**src/pkg/itis_pkg.sv**
```systemverilog
/*
 * Constants for the two-wire target interrupt-enable and bus-status block:
 * register offsets, bit positions, reset values and command codes.
 * Assumes an AXI4-Lite slave with 32-bit data and byte addresses.
 */
// Notes on behaviour
// - Writing ones to enable-clear disables those interrupts; zeros leave enables alone.
// - Enable-clear and enable-set share one enable set; reads show enabled bits.
// - Enable-clear at 0x14, resets to 0x00, writes ignored under write protection.
// - Bit 7 clears the error interrupt enable.
// - Bit 2 clears the data-ready interrupt enable.
// - Bit 1 clears the address-match interrupt enable.
// - Bit 0 clears the stop-received interrupt enable.
// - Collision on last sent byte sets sticky flag; write one clears it.
// - Illegal start, repeated start or stop sets bus-error, status bit 0.
// - Start directly followed by stop is a bus error.
// - Time-out during a frame is a bus error.
// - Bus-error auto-clears on command 0x3 or address-match flag clear.
// - Writing one to bus-error clears it; zero leaves it.
package itis_pkg;

  // ----------------------------------------------------------------
  // Register byte offsets
  // ----------------------------------------------------------------
  localparam logic [7:0] ITIS_OFS_CMD     = 8'h04;
  localparam logic [7:0] ITIS_OFS_ENCLR   = 8'h14;
  localparam logic [7:0] ITIS_OFS_ENSET   = 8'h18;
  localparam logic [7:0] ITIS_OFS_FLAGS   = 8'h1C;
  localparam logic [7:0] ITIS_OFS_STATUS  = 8'h20;
  localparam logic [7:0] ITIS_OFS_EVSTAT  = 8'h24;
  localparam logic [7:0] ITIS_OFS_EVMASK  = 8'h28;

  // ----------------------------------------------------------------
  // Field positions and values
  // ----------------------------------------------------------------
  localparam int         ITIS_BIT_ERROR   = 7;
  localparam int         ITIS_BIT_DATA_READY = 2;
  localparam int         ITIS_BIT_ADDR_MATCH = 1;
  localparam int         ITIS_BIT_STOP    = 0;
  localparam int         ITIS_BIT_BUS_ERROR = 0;
  localparam int         ITIS_BIT_COLL    = 1;
  localparam int         ITIS_CMD_LSB     = 16;
  localparam logic [1:0] ITIS_CMD_RESPOND = 2'h3;
  localparam logic [7:0] ITIS_EN_MASK     = 8'h87;
  localparam logic [7:0] ITIS_EN_RESET    = 8'h00;
  localparam logic [1:0] ITIS_RESP_OKAY   = 2'h0;
  localparam logic [1:0] ITIS_RESP_SLVERR = 2'h2;

  typedef enum logic [2:0] {
    ITIS_BUS_IDLE  = 3'b001,
    ITIS_BUS_START = 3'b010,
    ITIS_BUS_DATA  = 3'b100
  } itis_bus_state_t;

endpackage

```
**src/pkg/itis_evt_if.sv**
```systemverilog
/*
 * Interface carrying bus-condition events from the condition watcher
 * to the register file. Assumes both ends share mclk_in.
 */
`timescale 1ns/10ps
interface itis_evt_if;
  logic bus_error;  // One-cycle pulse on illegal condition
  logic in_frame;   // Level, frame under way
  modport src (output bus_error, output in_frame);
  modport dst (input bus_error, input in_frame);
endinterface

```
**src/hw/itis_cond_watch.sv**
```systemverilog
/*
 * Watches bus condition strobes and flags protocol violations:
 * stop right after start, misplaced stops, repeated starts
 * outside a frame, and frame time-outs. Assumes strobes are synchronous.
 */
`timescale 1ns/10ps
module itis_cond_watch
  import itis_pkg::*;
(
  input  wire logic mclk_in,
  input  wire logic reset_in,
  input  wire logic start_in,
  input  wire logic rstart_in,
  input  wire logic stop_in,
  input  wire logic byte_in,
  input  wire logic timeout_in,
  itis_evt_if.src   evt
);

  itis_bus_state_t state_reg;
  itis_bus_state_t state_next;
  logic            err_reg;
  logic            err_next;

  // ----------------------------------------------------------------
  // Condition tracking
  // ----------------------------------------------------------------
  always_comb begin
    state_next = state_reg;
    err_next   = 1'b0;
    case (state_reg)
      ITIS_BUS_IDLE: begin
        if (rstart_in || stop_in) begin
          err_next = 1'b1;
        end else if (start_in) begin
          state_next = ITIS_BUS_START;
        end
      end
      ITIS_BUS_START: begin
        if (stop_in || timeout_in) begin
          err_next   = 1'b1;
          state_next = ITIS_BUS_IDLE;
        end else if (start_in || rstart_in) begin
          err_next = 1'b1;
        end else if (byte_in) begin
          state_next = ITIS_BUS_DATA;
        end
      end
      ITIS_BUS_DATA: begin
        if (timeout_in) begin
          err_next   = 1'b1;
          state_next = ITIS_BUS_IDLE;
        end else if (start_in) begin
          err_next = 1'b1;
        end else if (rstart_in) begin
          state_next = ITIS_BUS_START;
        end else if (stop_in) begin
          state_next = ITIS_BUS_IDLE;
        end
      end
      default: state_next = ITIS_BUS_IDLE;
    endcase
  end

  always_ff @(posedge mclk_in) begin
    if (reset_in) begin
      state_reg <= ITIS_BUS_IDLE;
      err_reg   <= 1'b0;
    end else begin
      state_reg <= state_next;
      err_reg   <= err_next;
    end
  end

  assign evt.bus_error = err_reg;
  assign evt.in_frame  = (state_reg != ITIS_BUS_IDLE);

endmodule

```
**src/hw/itis_top.sv**
```systemverilog
/*
 * Two-wire target interrupt-enable and bus-status block with an
 * AXI4-Lite register slave. Assumes the bus controller side supplies
 * synchronous condition strobes and the protection level from outside.
 */
`timescale 1ns/10ps
module itis_top
  import itis_pkg::*;
(
  input  wire logic        mclk_in,
  input  wire logic        reset_in,
  input  wire logic [7:0]  s_axi_awaddr_in,
  input  wire logic        s_axi_awvalid_in,
  output logic             s_axi_awready_out,
  input  wire logic [31:0] s_axi_wdata_in,
  input  wire logic [3:0]  s_axi_wstrb_in,
  input  wire logic        s_axi_wvalid_in,
  output logic             s_axi_wready_out,
  output logic [1:0]       s_axi_bresp_out,
  output logic             s_axi_bvalid_out,
  input  wire logic        s_axi_bready_in,
  input  wire logic [7:0]  s_axi_araddr_in,
  input  wire logic        s_axi_arvalid_in,
  output logic             s_axi_arready_out,
  output logic [31:0]      s_axi_rdata_out,
  output logic [1:0]       s_axi_rresp_out,
  output logic             s_axi_rvalid_out,
  input  wire logic        s_axi_rready_in,
  input  wire logic        write_protect_in,
  input  wire logic        start_in,
  input  wire logic        rstart_in,
  input  wire logic        stop_in,
  input  wire logic        byte_in,
  input  wire logic        timeout_in,
  input  wire logic        collision_in,
  input  wire logic [7:0]  flag_set_in,
  output logic             irq_out
);

  itis_evt_if evt ();

  itis_cond_watch u_watch (
    .mclk_in    (mclk_in),
    .reset_in   (reset_in),
    .start_in   (start_in),
    .rstart_in  (rstart_in),
    .stop_in    (stop_in),
    .byte_in    (byte_in),
    .timeout_in (timeout_in),
    .evt        (evt.src)
  );

  // ----------------------------------------------------------------
  // Block overview
  // ----------------------------------------------------------------
  // Registers, by byte offset:
  //   command      - target command, bits 17:16
  //   enable-clear - write one drops an enable
  //   enable-set   - write one raises an enable
  //   irq flags    - hardware sets, write one clears
  //   bus status   - bus error bit 0, collision bit 1
  //   event status - cleared by its own read
  //   event mask   - gates events onto irq
  // Both enable views read the same bits.
  // Only enable bits 7, 2, 1 and 0 exist.
  //
  // Write protection:
  //   Blocks enables and command only.
  //   Flag and status clears still act.
  //   A blocked write still answers OKAY.
  //
  // Write path:
  //   Address and data held separately.
  //   Either may come first; acts once both stand.
  //   Next write waits for the answer to go.
  //
  // Read path:
  //   Data latched when the address is taken.
  //   Unmapped offsets read zero with SLVERR.
  //
  // Bus error:
  //   Set two edges after a bad strobe.
  //   Cleared by write one, respond command,
  //   or clearing a pending address match.
  //   A new error in the clear cycle wins.
  //
  // Collision:
  //   Sticky; write one clears; set wins.
  //   Also copied to event status bit 1.
  //
  // Interrupt:
  //   Next values, so no lag; mask changes lag one.
  //   Flags and enables, or events and mask.

  // ----------------------------------------------------------------
  // State
  // ----------------------------------------------------------------
  logic [7:0]  aw_addr_reg;
  logic        aw_have_reg;
  logic [31:0] w_data_reg;
  logic [3:0]  w_strb_reg;
  logic        w_have_reg;
  logic [7:0]  enable_reg;
  logic [7:0]  irq_flags_reg;
  logic        bus_error_flag_reg;
  logic        coll_reg;
  logic [1:0]  target_command_field_reg;
  logic [1:0]  ev_stat_reg;
  logic [1:0]  ev_mask_reg;

  // ----------------------------------------------------------------
  // Write decode: acts once both address and data are held
  // ----------------------------------------------------------------
  wire        wr_go    = aw_have_reg && w_have_reg && !s_axi_bvalid_out;
  wire        wr_b0    = wr_go && w_strb_reg[0];
  wire        wr_b2    = wr_go && w_strb_reg[2];
  wire        wr_ok    = !write_protect_in;
  wire        wr_clr   = wr_b0 && wr_ok && (aw_addr_reg == ITIS_OFS_ENCLR);
  wire        wr_set   = wr_b0 && wr_ok && (aw_addr_reg == ITIS_OFS_ENSET);
  wire        wr_flag  = wr_b0 && (aw_addr_reg == ITIS_OFS_FLAGS);
  wire        wr_stat  = wr_b0 && (aw_addr_reg == ITIS_OFS_STATUS);
  wire        wr_mask  = wr_b0 && (aw_addr_reg == ITIS_OFS_EVMASK);
  wire        wr_cmd   = wr_b2 && wr_ok && (aw_addr_reg == ITIS_OFS_CMD);
  wire [7:0]  wbyte    = w_data_reg[7:0];
  wire [1:0]  cmd_val  = w_data_reg[ITIS_CMD_LSB+1:ITIS_CMD_LSB];
  wire        wr_known = (aw_addr_reg == ITIS_OFS_ENCLR) || (aw_addr_reg == ITIS_OFS_ENSET)
                      || (aw_addr_reg == ITIS_OFS_FLAGS) || (aw_addr_reg == ITIS_OFS_STATUS)
                      || (aw_addr_reg == ITIS_OFS_CMD) || (aw_addr_reg == ITIS_OFS_EVMASK)
                      || (aw_addr_reg == ITIS_OFS_EVSTAT);

  // Address-match flag being cleared by software
  // Only a flag that is really set counts as cleared
  wire address_match_irq_clr = wr_flag && wbyte[ITIS_BIT_ADDR_MATCH] && irq_flags_reg[ITIS_BIT_ADDR_MATCH];
  wire respond    = wr_cmd && (cmd_val == ITIS_CMD_RESPOND);

  // ----------------------------------------------------------------
  // Read decode
  // ----------------------------------------------------------------
  // Decode runs off the live address; it is
  // only used in the cycle the address is taken.
  // Reserved bits always read as zero.
  wire rd_go = s_axi_arvalid_in && s_axi_arready_out;
  wire [7:0] status_byte = {6'h00, coll_reg, bus_error_flag_reg};
  logic [31:0] rd_data;
  logic        rd_known;
  always_comb begin
    rd_data  = 32'h0000_0000;
    rd_known = 1'b1;
    if (s_axi_araddr_in == ITIS_OFS_ENCLR || s_axi_araddr_in == ITIS_OFS_ENSET) begin
      rd_data[7:0] = enable_reg;
    end else if (s_axi_araddr_in == ITIS_OFS_FLAGS) begin
      rd_data[7:0] = irq_flags_reg;
    end else if (s_axi_araddr_in == ITIS_OFS_STATUS) begin
      rd_data[7:0] = status_byte;
    end else if (s_axi_araddr_in == ITIS_OFS_CMD) begin
      rd_data[ITIS_CMD_LSB+1:ITIS_CMD_LSB] = target_command_field_reg;
    end else if (s_axi_araddr_in == ITIS_OFS_EVSTAT) begin
      rd_data[1:0] = ev_stat_reg;
    end else if (s_axi_araddr_in == ITIS_OFS_EVMASK) begin
      rd_data[1:0] = ev_mask_reg;
    end else begin
      rd_known = 1'b0;
    end
  end
  wire rd_evstat = rd_go && (s_axi_araddr_in == ITIS_OFS_EVSTAT);

  // ----------------------------------------------------------------
  // Next values of the control and status bits
  // ----------------------------------------------------------------
  wire [7:0] enable_next = wr_clr ? (enable_reg & ~(wbyte & ITIS_EN_MASK))
                         : wr_set ? (enable_reg | (wbyte & ITIS_EN_MASK))
                         : enable_reg;
  // Hardware set wins over a same-cycle write-one clear
  wire [7:0] flags_next  = (irq_flags_reg & ~(wr_flag ? wbyte : 8'h00)) | (flag_set_in & ITIS_EN_MASK)
                         | (evt.bus_error ? (8'h01 << ITIS_BIT_ERROR) : 8'h00);
  wire       bus_error_flag_clr  = (wr_stat && wbyte[ITIS_BIT_BUS_ERROR]) || respond || address_match_irq_clr;
  wire       bus_error_flag_next = evt.bus_error || (bus_error_flag_reg && !bus_error_flag_clr);
  wire       coll_next   = collision_in || (coll_reg && !(wr_stat && wbyte[ITIS_BIT_COLL]));
  // Read of the event register clears it; a new event in that cycle survives
  wire [1:0] ev_new      = {collision_in, evt.bus_error};
  wire [1:0] ev_next     = ev_new | (rd_evstat ? 2'h0 : ev_stat_reg);

  // ----------------------------------------------------------------
  // AXI write channel holding
  // ----------------------------------------------------------------
  always_ff @(posedge mclk_in) begin
    if (reset_in) begin
      aw_have_reg <= 1'b0;
      aw_addr_reg <= 8'h00;
      w_have_reg  <= 1'b0;
      w_data_reg  <= 32'h0000_0000;
      w_strb_reg  <= 4'h0;
    end else begin
      if (s_axi_awvalid_in && s_axi_awready_out) begin
        aw_have_reg <= 1'b1;
        aw_addr_reg <= {s_axi_awaddr_in[7:2], 2'h0};
      end else if (wr_go) begin
        aw_have_reg <= 1'b0;
      end
      if (s_axi_wvalid_in && s_axi_wready_out) begin
        w_have_reg <= 1'b1;
        w_data_reg <= s_axi_wdata_in;
        w_strb_reg <= s_axi_wstrb_in;
      end else if (wr_go) begin
        w_have_reg <= 1'b0;
      end
    end
  end

  // ----------------------------------------------------------------
  // AXI handshakes and responses
  // ----------------------------------------------------------------
  // Readies are registered: one item per channel
  // at most every third cycle, traded for flop outputs.
  // Write, both channels together:
  //   edge 1 - taken, readies drop
  //   edge 2 - registers move, bvalid rises
  //   edge 3 - bvalid drops if bready high
  // Read:
  //   edge 1 - taken, rvalid rises with data
  //   edge 2 - rvalid drops if rready high
  // Code and data hold while valid stands.
  always_ff @(posedge mclk_in) begin
    if (reset_in) begin
      s_axi_awready_out <= 1'b0;
      s_axi_wready_out  <= 1'b0;
      s_axi_bvalid_out  <= 1'b0;
      s_axi_bresp_out   <= ITIS_RESP_OKAY;
      s_axi_arready_out <= 1'b0;
      s_axi_rvalid_out  <= 1'b0;
      s_axi_rresp_out   <= ITIS_RESP_OKAY;
      s_axi_rdata_out   <= 32'h0000_0000;
    end else begin
      s_axi_awready_out <= !aw_have_reg && !(s_axi_awvalid_in && s_axi_awready_out);
      s_axi_wready_out  <= !w_have_reg && !(s_axi_wvalid_in && s_axi_wready_out);
      if (wr_go) begin
        s_axi_bvalid_out <= 1'b1;
        s_axi_bresp_out  <= wr_known ? ITIS_RESP_OKAY : ITIS_RESP_SLVERR;
      end else if (s_axi_bready_in) begin
        s_axi_bvalid_out <= 1'b0;
      end
      s_axi_arready_out <= !s_axi_rvalid_out && !rd_go;
      if (rd_go) begin
        s_axi_rvalid_out <= 1'b1;
        s_axi_rdata_out  <= rd_data;
        s_axi_rresp_out  <= rd_known ? ITIS_RESP_OKAY : ITIS_RESP_SLVERR;
      end else if (s_axi_rready_in) begin
        s_axi_rvalid_out <= 1'b0;
      end
    end
  end

  // ----------------------------------------------------------------
  // Enables, flags, status and interrupt
  // ----------------------------------------------------------------
  // All state resets to zero, every interrupt off.
  // Command field keeps the last value written;
  // only the respond code has a side effect.
  // Hazards:
  //   Flag set and clear together - set wins.
  //   Event and status read together - event stays.
  //   Error and respond together - error stays.
  // Limitation: the two-wire lines are not seen
  // here, only the controller's strobes.
  always_ff @(posedge mclk_in) begin
    if (reset_in) begin
      enable_reg               <= ITIS_EN_RESET;
      irq_flags_reg            <= 8'h00;
      bus_error_flag_reg       <= 1'b0;
      coll_reg                 <= 1'b0;
      target_command_field_reg <= 2'h0;
      ev_stat_reg              <= 2'h0;
      ev_mask_reg              <= 2'h0;
      irq_out                  <= 1'b0;
    end else begin
      enable_reg         <= enable_next;
      irq_flags_reg      <= flags_next;
      bus_error_flag_reg <= bus_error_flag_next;
      coll_reg           <= coll_next;
      ev_stat_reg        <= ev_next;
      if (wr_cmd) begin
        target_command_field_reg <= cmd_val;
      end
      if (wr_mask) begin
        ev_mask_reg <= wbyte[1:0];
      end
      // Registered so the output stays glitch free; next values keep it in step
      irq_out <= (|(flags_next & enable_next)) || (|(ev_next & ev_mask_reg));
    end
  end

endmodule

```
**config.mk**
```make
export PLATFORM = sky130hd
export DESIGN_NAME = itis_top
export DESIGN_NICKNAME = d
export VERILOG_FILES = /design/src/pkg/itis_pkg.sv /design/src/pkg/itis_evt_if.sv /design/src/hw/itis_cond_watch.sv /design/src/hw/itis_top.sv
export SDC_FILE = /design/constraint.sdc
export NUM_CORES = 1
export LEC_CHECK = 0
export BUFFER_PORTS_ARGS = -buffer_cell sky130_fd_sc_hd__buf_2
export CORE_ASPECT_RATIO = 1.25
export CORE_MARGIN = 1.5
export CORE_UTILIZATION = 50
export DETAILED_ROUTE_END_ITERATION = 10
export PLACE_DENSITY = 0.81
export SKIP_CTS_REPAIR_TIMING = 1
export SYNTH_ARGS = -nofsm -noshare
export SYNTH_HDL_FRONTEND = slang
export SYNTH_SLANG_ARGS = --single-unit
```
**constraint.sdc**
```tcl
create_clock -name mclk_in -period 2.8 [get_ports mclk_in]
set_input_delay 0.42 -clock mclk_in [delete_from_list [all_inputs] [get_ports mclk_in]]
set_output_delay 0.42 -clock mclk_in [all_outputs]
set_load 0.02 [all_outputs]
```
==> flow_summary.json, run 1 <==
{
  "timing.setup.critical_path_class": "reg -> reg",
  "irDropWorstVdd_mv": 0.388,
  "pwr_density_cell_nw_per_um2": 608,
  "grt_overflow_total": 0,
  "hold_path.startpoint": "s_axi_wdata_in[4]",
  "cpMaxStageDelayCell": "sky130_fd_sc_hd__nor4_4",
  "cap_violations": 0,
  "leakagePower_nw": 1.43,
  "fmax_mhz": 472,
  "timing.critical_path.buf_inv": 0,
  "htree_num_levels": 3,
  "place_worst_setup_slack_ns": 0.611,
  "syn_area_um2": 3010,
  "antenna_cells": 0,
  "floorplan.initialDensity_pct": 51.7,
  "die_height_um": 89.8,
  "worst_hold_path_type": "in -> reg",
  "final-hold-violation-count": 0,
  "synth_area_per_cell_um2": 8.34,
  "postSynth.asyncResetShare_pct": 0,
  "fin_nets": 487,
  "worst_slew_pin_slew_ns": 0.490,
  "clock_root_buffer_master": "sky130_fd_sc_hd__clkbuf_8",
  "post-route-period-util_pct": 75.6,
  "maxSlewViolCount": 0,
  "top_usage_layer": "met2",
  "final_cells": 484,
  "synth.ff_latch_count": 62,
  "core_region_area_um2": 5820,
  "yosys_most_used_dff": "sky130_fd_sc_hd__dfxtp_1",
  "first_global_vias": 2391,
  "worst_setup_startpoint": "aw_addr_reg[5]$_SDFFE_PP0P_",
  "critical_path.cell_chain": "or3_1, nor4_4, a31oi_1, a32oi_1, a41oi_1",
  "met3_grt_util_pct": 5.16,
  "post_synthesis_cell_type_count": 55,
  "sw_frac_of_total_pct": 30.2,
  "placementRows": 31,
  "grt_first_pass_wirelength_um": 10600,
  "tritoncts.num_buffers": 9,
  "cts.path.max_buffers": 2,
  "startpoint_type": "register",
  "final_common_cell": "sky130_fd_sc_hd__dfxtp_1",
  "hpwlAfterDp_um": 4930,
  "logic_pwr_share_pct": 16.5,
  "dr.first_iter.drc_count": 166,
  "count_of_flip_flops_with_a_built_in_enable_after_synthesis": 0,
  "drt-pass1-iter-count": 5,
  "via_count": 2692,
  "most-common-layout-cells": "sky130_fd_sc_hd__dfxtp_1 (62), sky130_fd_sc_hd__buf_2 (61), sky130_fd_sc_hd__nand2_1 (56), sky130_fd_sc_hd__a21oi_1 (40), sky130_fd_sc_hd__conb_1 (24)",
  "final_wtd_congestion": 0.784,
  "power.share.clock_pct": 33.6,
  "power.switching_uw": 618,
  "cts.clk_slew.worst_paths_ns": 0.07,
  "critical-path-top-delay-family": "simple AND/OR/NAND/NOR gates",
  "width_of_the_die_um": 72.4,
  "sequentialPowerShare_pct": 49.9,
  "groute.layer.met2.usage_pct": 34.5,
  "synthesis.instances": 361,
  "finalClockSkew_ns": 0.00651,
  "internal-power_mw": 1.43,
  "critical_path.max_stage_delay_ns": 0.55,
  "routed_vias_inst": 5.56,
  "final.min_clock_period_ns": 2.12,
  "route.final.wire_length_um": 6600,
  "cp-end-kind": "register",
  "rrSetupSlack_ns": 0.68,
  "setup_violations": 0,
  "antenna_found_initial": 0,
  "worst_skew_pair.late_latency_ns": 0.34,
  "floorplan.io_pins": 116,
  "port_buffers": 61,
  "grt_start_max_net_pins": 38,
  "worstPathRequired_ns": 3.01,
  "final.setup.tns_ns": 0,
  "critical_path.max_fanout": 7,
  "arrival_ns": 2.33,
  "holdWs_ns": 0.306,
  "headroom_to_the_max_slew_limit_pct": 67.1,
  "cts_tree": "done",
  "final_layout_size_suffix_gt1_share_pct": 20.3,
  "drc_errors": 0,
  "yosysWarningCount": 0,
  "combined_global_route_utilization_of_all_metal_layers_pct": 20.8,
  "avgRoutedWirePerCell_um": 13.6,
  "syn2layout_area_growth_pct": 11.7,
  "ys_seq_area_share_pct": 41.2,
  "fin_ws_ns": 0.683,
  "design.die.area_um2": 6500,
  "fin_total_pwr_mw": 2.05,
  "cts.sinks": 62,
  "grtUsageMet1_pct": 24.8,
  "rsz0062_at_grt": "false",
  "numPlacedInstances": 468,
  "timing.rr.start": "aw_addr_reg[5]$_SDFFE_PP0P_",
  "status": "finished, final reports clean",
  "detail-route-antenna-nets": 0
}
==> worst min-delay path: cells and delay by family <==
| kind | cells | cell delay, ns |
|---|---|---|
| AND/OR/NAND/NOR | 1 | 0.04 |
| buffers and inverters | 1 | 0.09 |
| AO/OA/AOI/OAI | 1 | 0.05 |
==> through the flow <==
| stage | instance area, µm² | utilization, % |
|---|---|---|
| 2_1_floorplan | 3100 | - |
| 3_3_place_gp | 3190 | 54.8 |
| 6_report | 3360 | 57.8 |
| 5_1_grt | 3360 | 57.8 |
| 4_1_cts | 3360 | 57.8 |
| 3_5_place_dp | 3190 | 54.8 |
==> cells in the mapped netlist, types with 2 or more instances <==
master	number	area [µm²]
sky130_fd_sc_hd__clkbuf_1	12	45.0
sky130_fd_sc_hd__nand3b_1	5	37.5
sky130_fd_sc_hd__a211oi_1	7	52.6
sky130_fd_sc_hd__o21a_1	3	22.5
sky130_fd_sc_hd__clkbuf_8	3	41.3
sky130_fd_sc_hd__o21ai_0	5	25.0
sky130_fd_sc_hd__nor4_1	6	37.5
sky130_fd_sc_hd__mux2i_1	4	40.0
sky130_fd_sc_hd__buf_2	3	15.0
sky130_fd_sc_hd__nor3_1	7	35.0
sky130_fd_sc_hd__and2_1	4	25.0
sky130_fd_sc_hd__a41oi_1	2	17.5
sky130_fd_sc_hd__nor2_1	19	71.3
sky130_fd_sc_hd__and3_1	9	56.3
sky130_fd_sc_hd__nand4_1	2	12.5
sky130_fd_sc_hd__a221oi_1	3	26.3
sky130_fd_sc_hd__o22a_1	2	17.5
sky130_fd_sc_hd__o21ai_1	2	10.0
sky130_fd_sc_hd__nand3_1	16	80.1
sky130_fd_sc_hd__o41ai_1	3	26.3
sky130_fd_sc_hd__buf_6	2	22.5
sky130_fd_sc_hd__a31oi_1	5	31.3
sky130_fd_sc_hd__nand2b_1	7	43.8
sky130_fd_sc_hd__nand2_1	56	210
sky130_fd_sc_hd__nor2b_1	4	25.0
sky130_fd_sc_hd__a21o_1	3	22.5
sky130_fd_sc_hd__nor3b_1	2	15.0
sky130_fd_sc_hd__nor4_2	2	25.0
sky130_fd_sc_hd__a21oi_1	40	200
sky130_fd_sc_hd__dfxtp_1	62	1240
sky130_fd_sc_hd__a22o_1	2	17.5
sky130_fd_sc_hd__inv_1	11	41.3
sky130_fd_sc_hd__o211ai_1	2	15.0
sky130_fd_sc_hd__nor4bb_1	2	20.0
sky130_fd_sc_hd__buf_4	24	180
==> logic make-up after synthesis <==
family / synth area share [%]
multiplexers: 1.33
AO/OA/AOI/OAI: 18.2
AND/OR/NAND/NOR: 27.3
XOR/XNOR: 0.291
other: 0.125
flip-flops: 41.2
buffers and inverters: 11.5
==> path summary, 6_finish.rpt <==
| kind | endpoint | cells past startpoint |
|---|---|---|
| worst min register to register | s_axi_rdata_out[4]$_SDFFE_PP0P_ | 2 |
| worst min-delay path | w_data_reg[4]$_SDFFE_PP0P_ | 3 |
| worst max-delay path | irq_out$_SDFF_PP0_ | 5 |
| worst max register to register | irq_out$_SDFF_PP0_ | 5 |
==> power groups by stage <==
stage                     Clock, mW  Combinational (mW)  Sequential (mW)
after floorplan                   0               0.287             1.02
after detailed placement          0               0.335             1.04
after global placement            0               0.321             1.03
final                         0.687               0.338             1.02
after global routing          0.731               0.381             1.03
after CTS                     0.698               0.338             1.02
==> area by class of cell <==
class                      instances  area (µm²)
multi-input combinational        267        1510
clock inverter                     6        37.5
clock buffer                      10         138
timing repair buffer              62         313
sequential                        62        1240
tap                               66        82.6
inverter                          11        41.3
fill                             526        2450
==> layer usage <==
| metal | routed length [µm] | share of wire [%] | vias to the layer above |
|---|---|---|---|
| met5 | 0 | 0 | - |
| met1 | 2730 | 41 | 1232 |
| met4 | 97 | 1.5 | 0 |
| met2 | 3340 | 51 | 108 |
| li1 | - | - | 1337 |
| met3 | 426 | 6.5 | 15 |
Power figures use the tool's default switching activity.
==> run 2: changes to the inputs <==
- CORE_UTILIZATION: 50 -> 49
- PLACE_DENSITY: 0.81 -> 0.8
- clock period: 2.8 -> 2 ns (I/O delays scaled with it)
==> flow_summary.json, run 2 (synthesis gave the netlist of run 1 again) <==
{
  "status": "finished, final reports clean",
  "grt_overflow_total": 0,
  "maxSlewViolCount": 0,
  "startpoint_type": "register",
  "logic_pwr_share_pct": 15.7,
  "worstPathRequired_ns": 2.19,
  "via_count": 2784,
  "cts.sinks": 62,
  "headroom_to_the_max_slew_limit_pct": 63.8,
  "critical_path.max_fanout": 7,
  "final_common_cell": "sky130_fd_sc_hd__dfxtp_1",
  "final_area_um2": 3540,
  "cp-end-kind": "register",
  "design.die.area_um2": 6630,
  "final_wtd_congestion": 0.792,
  "clock_root_buffer_master": "sky130_fd_sc_hd__clkbuf_8",
  "die_height_um": 90.6,
  "htree_num_levels": 3,
  "timing.setup.critical_path_class": "reg -> reg",
  "rsz0062_at_grt": "false",
  "worst_skew_pair.late_latency_ns": 0.34,
  "dr.first_iter.drc_count": 144,
  "power.switching_uw": 867,
  "grt_start_max_net_pins": 38,
  "critical-path-top-delay-family": "simple AND/OR/NAND/NOR gates",
  "rrSetupSlack_ns": 0.15,
  "final.setup.tns_ns": 0,
  "route.final.wire_length_um": 6870,
  "combined_global_route_utilization_of_all_metal_layers_pct": 21.4,
  "setup_violations": 0,
  "fin_nets": 497,
  "hpwlAfterDp_um": 4970,
  "arrival_ns": 2.03,
  "cts.path.max_buffers": 2,
  "drt-pass1-iter-count": 4,
  "leakagePower_nw": 1.52,
  "internal-power_mw": 2.27,
  "critical_path.cell_chain": "nand2_1, nor4_4, a31oi_1, a32oi_1, a41oi_1",
  "most-common-layout-cells": "sky130_fd_sc_hd__dfxtp_1 (62), sky130_fd_sc_hd__buf_2 (61), sky130_fd_sc_hd__nand2_1 (56), sky130_fd_sc_hd__a21oi_1 (40), sky130_fd_sc_hd__conb_1 (24)",
  "worst_hold_path_type": "in -> reg",
  "fmax_mhz": 542,
  "antenna_found_initial": 0,
  "routed_vias_inst": 5.46,
  "post-route-period-util_pct": 92.3,
  "grt_first_pass_wirelength_um": 11100,
  "first_global_vias": 2481,
  "drc_errors": 0,
  "sequentialPowerShare_pct": 45.6,
  "worst_slew_pin_slew_ns": 0.536,
  "irDropWorstVdd_mv": 0.712,
  "cts.clk_slew.worst_paths_ns": 0.07,
  "fin_util_pct": 60.5,
  "syn2layout_area_growth_pct": 17.6,
  "place_worst_setup_slack_ns": 0.0427,
  "antenna_cells": 0,
  "fin_ws_ns": 0.154,
  "floorplan.initialDensity_pct": 51.4,
  "width_of_the_die_um": 73.1,
  "cts_tree": "done",
  "sw_frac_of_total_pct": 27.7,
  "placementRows": 31,
  "cap_violations": 0,
  "timing.critical_path.buf_inv": 0,
  "cpMaxStageDelayCell": "sky130_fd_sc_hd__dfxtp_1",
  "final_layout_size_suffix_gt1_share_pct": 23.1,
  "area_of_combinational_cells_with_multiple_inputs_um2": 1550,
  "fillers": 526,
  "pwr_density_cell_nw_per_um2": 885,
  "port_buffers": 61,
  "seq_area_um2": 1240,
  "final.min_clock_period_ns": 1.85,
  "floorplan.io_pins": 116,
  "core_region_area_um2": 5860,
  "tritoncts.num_buffers": 9,
  "avgRoutedWirePerCell_um": 13.5,
  "finalClockSkew_ns": 0.00829,
  "final-hold-violation-count": 0,
  "critical_path.max_stage_delay_ns": 0.44,
  "power.share.clock_pct": 38.7,
  "postPlaceCellArea_um2": 3280,
  "holdWs_ns": 0.195,
  "detail-route-antenna-nets": 0
}
## run 2: changes by cell type in the layout (fill, tap and decap cells not counted), sizes merged
| cell | before | now |
|---|---|---|
| bufinv | 0 | 2 |
| buf | 62 | 72 |
| clkinv | 3 | 2 |
| clkinvlp | 3 | 2 |
## run 2: metrics by stage
| stage | power (mW) | instances |
|---|---|---|
| 5_1_grt | 3.28 | 510 |
| 3_3_place_gp | 1.91 | 494 |
| 2_1_floorplan | 1.84 | 384 |
| 3_5_place_dp | 1.93 | 494 |
| 6_report | 3.13 | 510 |
| 4_1_cts | 3.14 | 510 |
## run 2: layer usage
| metal | global-route usage (%) | vias up | wire (µm) |
|---|---|---|---|
| met5 | 0 | - | 0 |
| met4 | 9.75 | 0 | 189 |
| met3 | 4.91 | 22 | 395 |
| met2 | 36.2 | 109 | 3480 |
| met1 | 25.0 | 1292 | 2800 |
| li1 | - | 1361 | - |
## run 2: layout make-up
| type | instances | area share [%] |
|---|---|---|
| clock inverter | 6 | 2.40 |
| sequential | 62 | 35.1 |
| timing repair buffer | 72 | 11.0 |
| inverter | 11 | 1.17 |
| tap | 82 | 2.90 |
| multi-input combinational | 267 | 43.6 |
| clock buffer | 10 | 3.89 |
## run 2: worst paths after layout
check                                                       from                                to  depth (start not counted)
worst max-delay path                 aw_addr_reg[4]$_SDFFE_PP0P_                irq_out$_SDFF_PP0_                          5
worst min-delay path                           s_axi_wdata_in[1]        w_data_reg[1]$_SDFFE_PP0P_                          3
worst max register to register       aw_addr_reg[4]$_SDFFE_PP0P_                irq_out$_SDFF_PP0_                          5
worst min register to register  s_axi_rdata_out[17]$_SDFFE_PP0P_  s_axi_rdata_out[17]$_SDFFE_PP0P_                          2
## run 2: worst reg2reg max path, cell delays in order, from the launching register on
cell and delay, ns:
sky130_fd_sc_hd__dfxtp_1 0.44, sky130_fd_sc_hd__nand2_1 0.28, sky130_fd_sc_hd__nor4_4 0.39, sky130_fd_sc_hd__a31oi_1 0.16
sky130_fd_sc_hd__a32oi_1 0.26, sky130_fd_sc_hd__a41oi_1 0.17
## run 2: power by group through the flow
stage | registers (mW) | clock network (mW) | logic (mW)
global route | 1.44 | 1.29 | 0.548
CTS | 1.42 | 1.23 | 0.485
finish | 1.43 | 1.21 | 0.493
detailed placement | 1.45 | 0 | 0.480
global placement | 1.44 | 0 | 0.465
floorplan | 1.43 | 0 | 0.402
==> run 3: changes to the inputs <==
==> constraint.sdc (replaced) <==
create_clock -name mclk_in -period 2 [get_ports mclk_in]
set_input_delay 0.1 -clock mclk_in [delete_from_list [all_inputs] [get_ports mclk_in]]
set_output_delay 0.1 -clock mclk_in [all_outputs]
set_load 0.02 [all_outputs]
==> flow_summary.json, run 3 (synthesis gave the netlist of run 1 again) <==
{
  "floorplan.io_pins": 116,
  "tritoncts.num_buffers": 9,
  "critical_path.cell_chain": "or3_4, nor4_4, a31oi_1, a32oi_1, a41oi_1",
  "fmax_mhz": 545,
  "status": "finished with violations",
  "violations": "hold timing",
  "numPlacedInstances": 491,
  "headroom_to_the_max_slew_limit_pct": 56.1,
  "sequentialPowerShare_pct": 49.6,
  "cts.path.max_buffers": 2,
  "arrival_ns": 2.02,
  "irDropWorstVdd_mv": 0.583,
  "finalClockSkew_ns": 0.00646,
  "holdWs_ns": -0.00149,
  "width_of_the_die_um": 73.1,
  "reg2reg_depth": 5,
  "routed_vias_inst": 5.39,
  "power.switching_uw": 837,
  "first_global_vias": 2538,
  "combined_global_route_utilization_of_all_metal_layers_pct": 21.4,
  "regToRegEndpoint": "irq_out$_SDFF_PP0_",
  "via_count": 2726,
  "timing.rr.start": "aw_addr_reg[5]$_SDFFE_PP0P_",
  "worst_slew_pin_slew_ns": 0.658,
  "placementRows": 31,
  "hold_path_depth": 3,
  "fin_total_pwr_mw": 2.87,
  "cts_tree": "done",
  "cap_violations": 0,
  "most-common-layout-cells": "sky130_fd_sc_hd__dfxtp_1 (62), sky130_fd_sc_hd__buf_2 (61), sky130_fd_sc_hd__nand2_1 (56), sky130_fd_sc_hd__a21oi_1 (40), sky130_fd_sc_hd__conb_1 (24)",
  "hold_path.startpoint": "s_axi_wdata_in[2]",
  "fin_util_pct": 59.2,
  "startpoint_type": "register",
  "antenna_cells": 0,
  "pwr_density_cell_nw_per_um2": 829,
  "drt-pass1-iter-count": 4,
  "grt_overflow_total": 0,
  "worst_hold_path_type": "in -> reg",
  "sw_frac_of_total_pct": 29.1,
  "clock_root_buffer_master": "sky130_fd_sc_hd__clkbuf_8",
  "post-route-period-util_pct": 91.7,
  "cpMaxStageDelayCell": "sky130_fd_sc_hd__or3_4",
  "final_cells": 506,
  "place_worst_setup_slack_ns": 0.0498,
  "final_layout_size_suffix_gt1_share_pct": 22.4,
  "final_common_cell": "sky130_fd_sc_hd__dfxtp_1",
  "avgRoutedWirePerCell_um": 13.4,
  "postPlaceCellArea_um2": 3260,
  "core_region_area_um2": 5860,
  "critical_path.max_stage_delay_ns": 0.45,
  "grt_first_pass_wirelength_um": 11200,
  "htree_num_levels": 3,
  "worstPathRequired_ns": 2.19,
  "final-hold-violation-count": 1,
  "drc_errors": 0,
  "die_height_um": 90.6,
  "worst_skew_pair.late_latency_ns": 0.33,
  "port_buffers": 61,
  "rsz0062_at_grt": "false",
  "final_wtd_congestion": 0.780,
  "power.share.clock_pct": 33.3,
  "hpwlAfterDp_um": 5050,
  "internal-power_mw": 2.04,
  "cp-end-kind": "register",
  "design.die.area_um2": 6630,
  "setup_violations": 0,
  "route.final.wire_length_um": 6770,
  "grt_start_max_net_pins": 37,
  "rrSetupSlack_ns": 0.17,
  "final.min_clock_period_ns": 1.83,
  "fillers": 527,
  "cts.sinks": 62,
  "critical_path.max_fanout": 6,
  "maxSlewViolCount": 0,
  "cts.clk_slew.worst_paths_ns": 0.07,
  "fin_nets": 494,
  "fin_ws_ns": 0.166,
  "final.setup.tns_ns": 0,
  "detail-route-antenna-nets": 0,
  "timing.setup.critical_path_class": "reg -> reg",
  "worst_hold_path.endpoint": "w_data_reg[2]$_SDFFE_PP0P_",
  "syn2layout_area_growth_pct": 15.3,
  "floorplan.initialDensity_pct": 51.4,
  "logic_pwr_share_pct": 17.0,
  "final_area_um2": 3470,
  "dr.first_iter.drc_count": 172,
  "leakagePower_nw": 1.48,
  "antenna_found_initial": 0
}
[run 3: changes by cell type in the layout (fill, tap and decap cells not counted)]
| cell | before | now |
|---|---|---|
| sky130_fd_sc_hd__bufinv_16 | 2 | 0 |
| sky130_fd_sc_hd__clkbuf_8 | 10 | 11 |
| sky130_fd_sc_hd__clkinvlp_4 | 2 | 1 |
| sky130_fd_sc_hd__clkinv_2 | 2 | 3 |
| sky130_fd_sc_hd__buf_4 | 11 | 8 |
[run 3: layout make-up]
class | count | area [µm²] | share of cell area [%]
tap | 82 | 103 | 2.96
timing repair buffer | 69 | 365 | 10.5
clock buffer | 11 | 151 | 4.36
clock inverter | 4 | 22.5 | 0.649
inverter | 11 | 41.3 | 1.19
sequential | 62 | 1240 | 35.8
multi-input combinational | 267 | 1550 | 44.5
[run 3: power groups by stage]
stage | logic (mW) | registers, mW | clock network [mW]
after floorplan | 0.402 | 1.43 | 0
after global placement | 0.464 | 1.45 | 0
after detailed placement | 0.477 | 1.45 | 0
after CTS | 0.482 | 1.43 | 0.972
after global routing | 0.553 | 1.45 | 1.03
final | 0.490 | 1.43 | 0.958
[run 3: metal layers]
metal / global-route usage, % / vias up / part of all wire (%) / wire (µm)
li1: - / 1356 / - / -
met1: 24.6 / 1267 / 42 / 2840
met2: 37.0 / 84 / 51 / 3450
met3: 4.35 / 19 / 4.7 / 315
met4: 9.59 / 0 / 2.4 / 163
met5: 0 / - / 0 / 0
[run 3: how the worst max path moves through the flow]
stage | slack [ns] | to | startpoint
detailed placement | 0.05 | irq_out$_SDFF_PP0_ | aw_addr_reg[5]$_SDFFE_PP0P_
global route | 0.08 | irq_out$_SDFF_PP0_ | aw_addr_reg[7]$_SDFFE_PP0P_
global placement | 0.14 | irq_out$_SDFF_PP0_ | aw_addr_reg[5]$_SDFFE_PP0P_
CTS | 0.03 | irq_out$_SDFF_PP0_ | aw_addr_reg[5]$_SDFFE_PP0P_
floorplan | 0.22 | irq_out$_SDFF_PP0_ | aw_addr_reg[5]$_SDFFE_PP0P_
finish | 0.17 | irq_out$_SDFF_PP0_ | aw_addr_reg[5]$_SDFFE_PP0P_
[run 3: worst max-delay path: cells and delay by family, from the launching register on]
family / cells / cell delay (ns)
and+or+nand+nor: 2 / 0.83
AOI/OAI and AO/OA: 3 / 0.54
DFF: 1 / 0.31
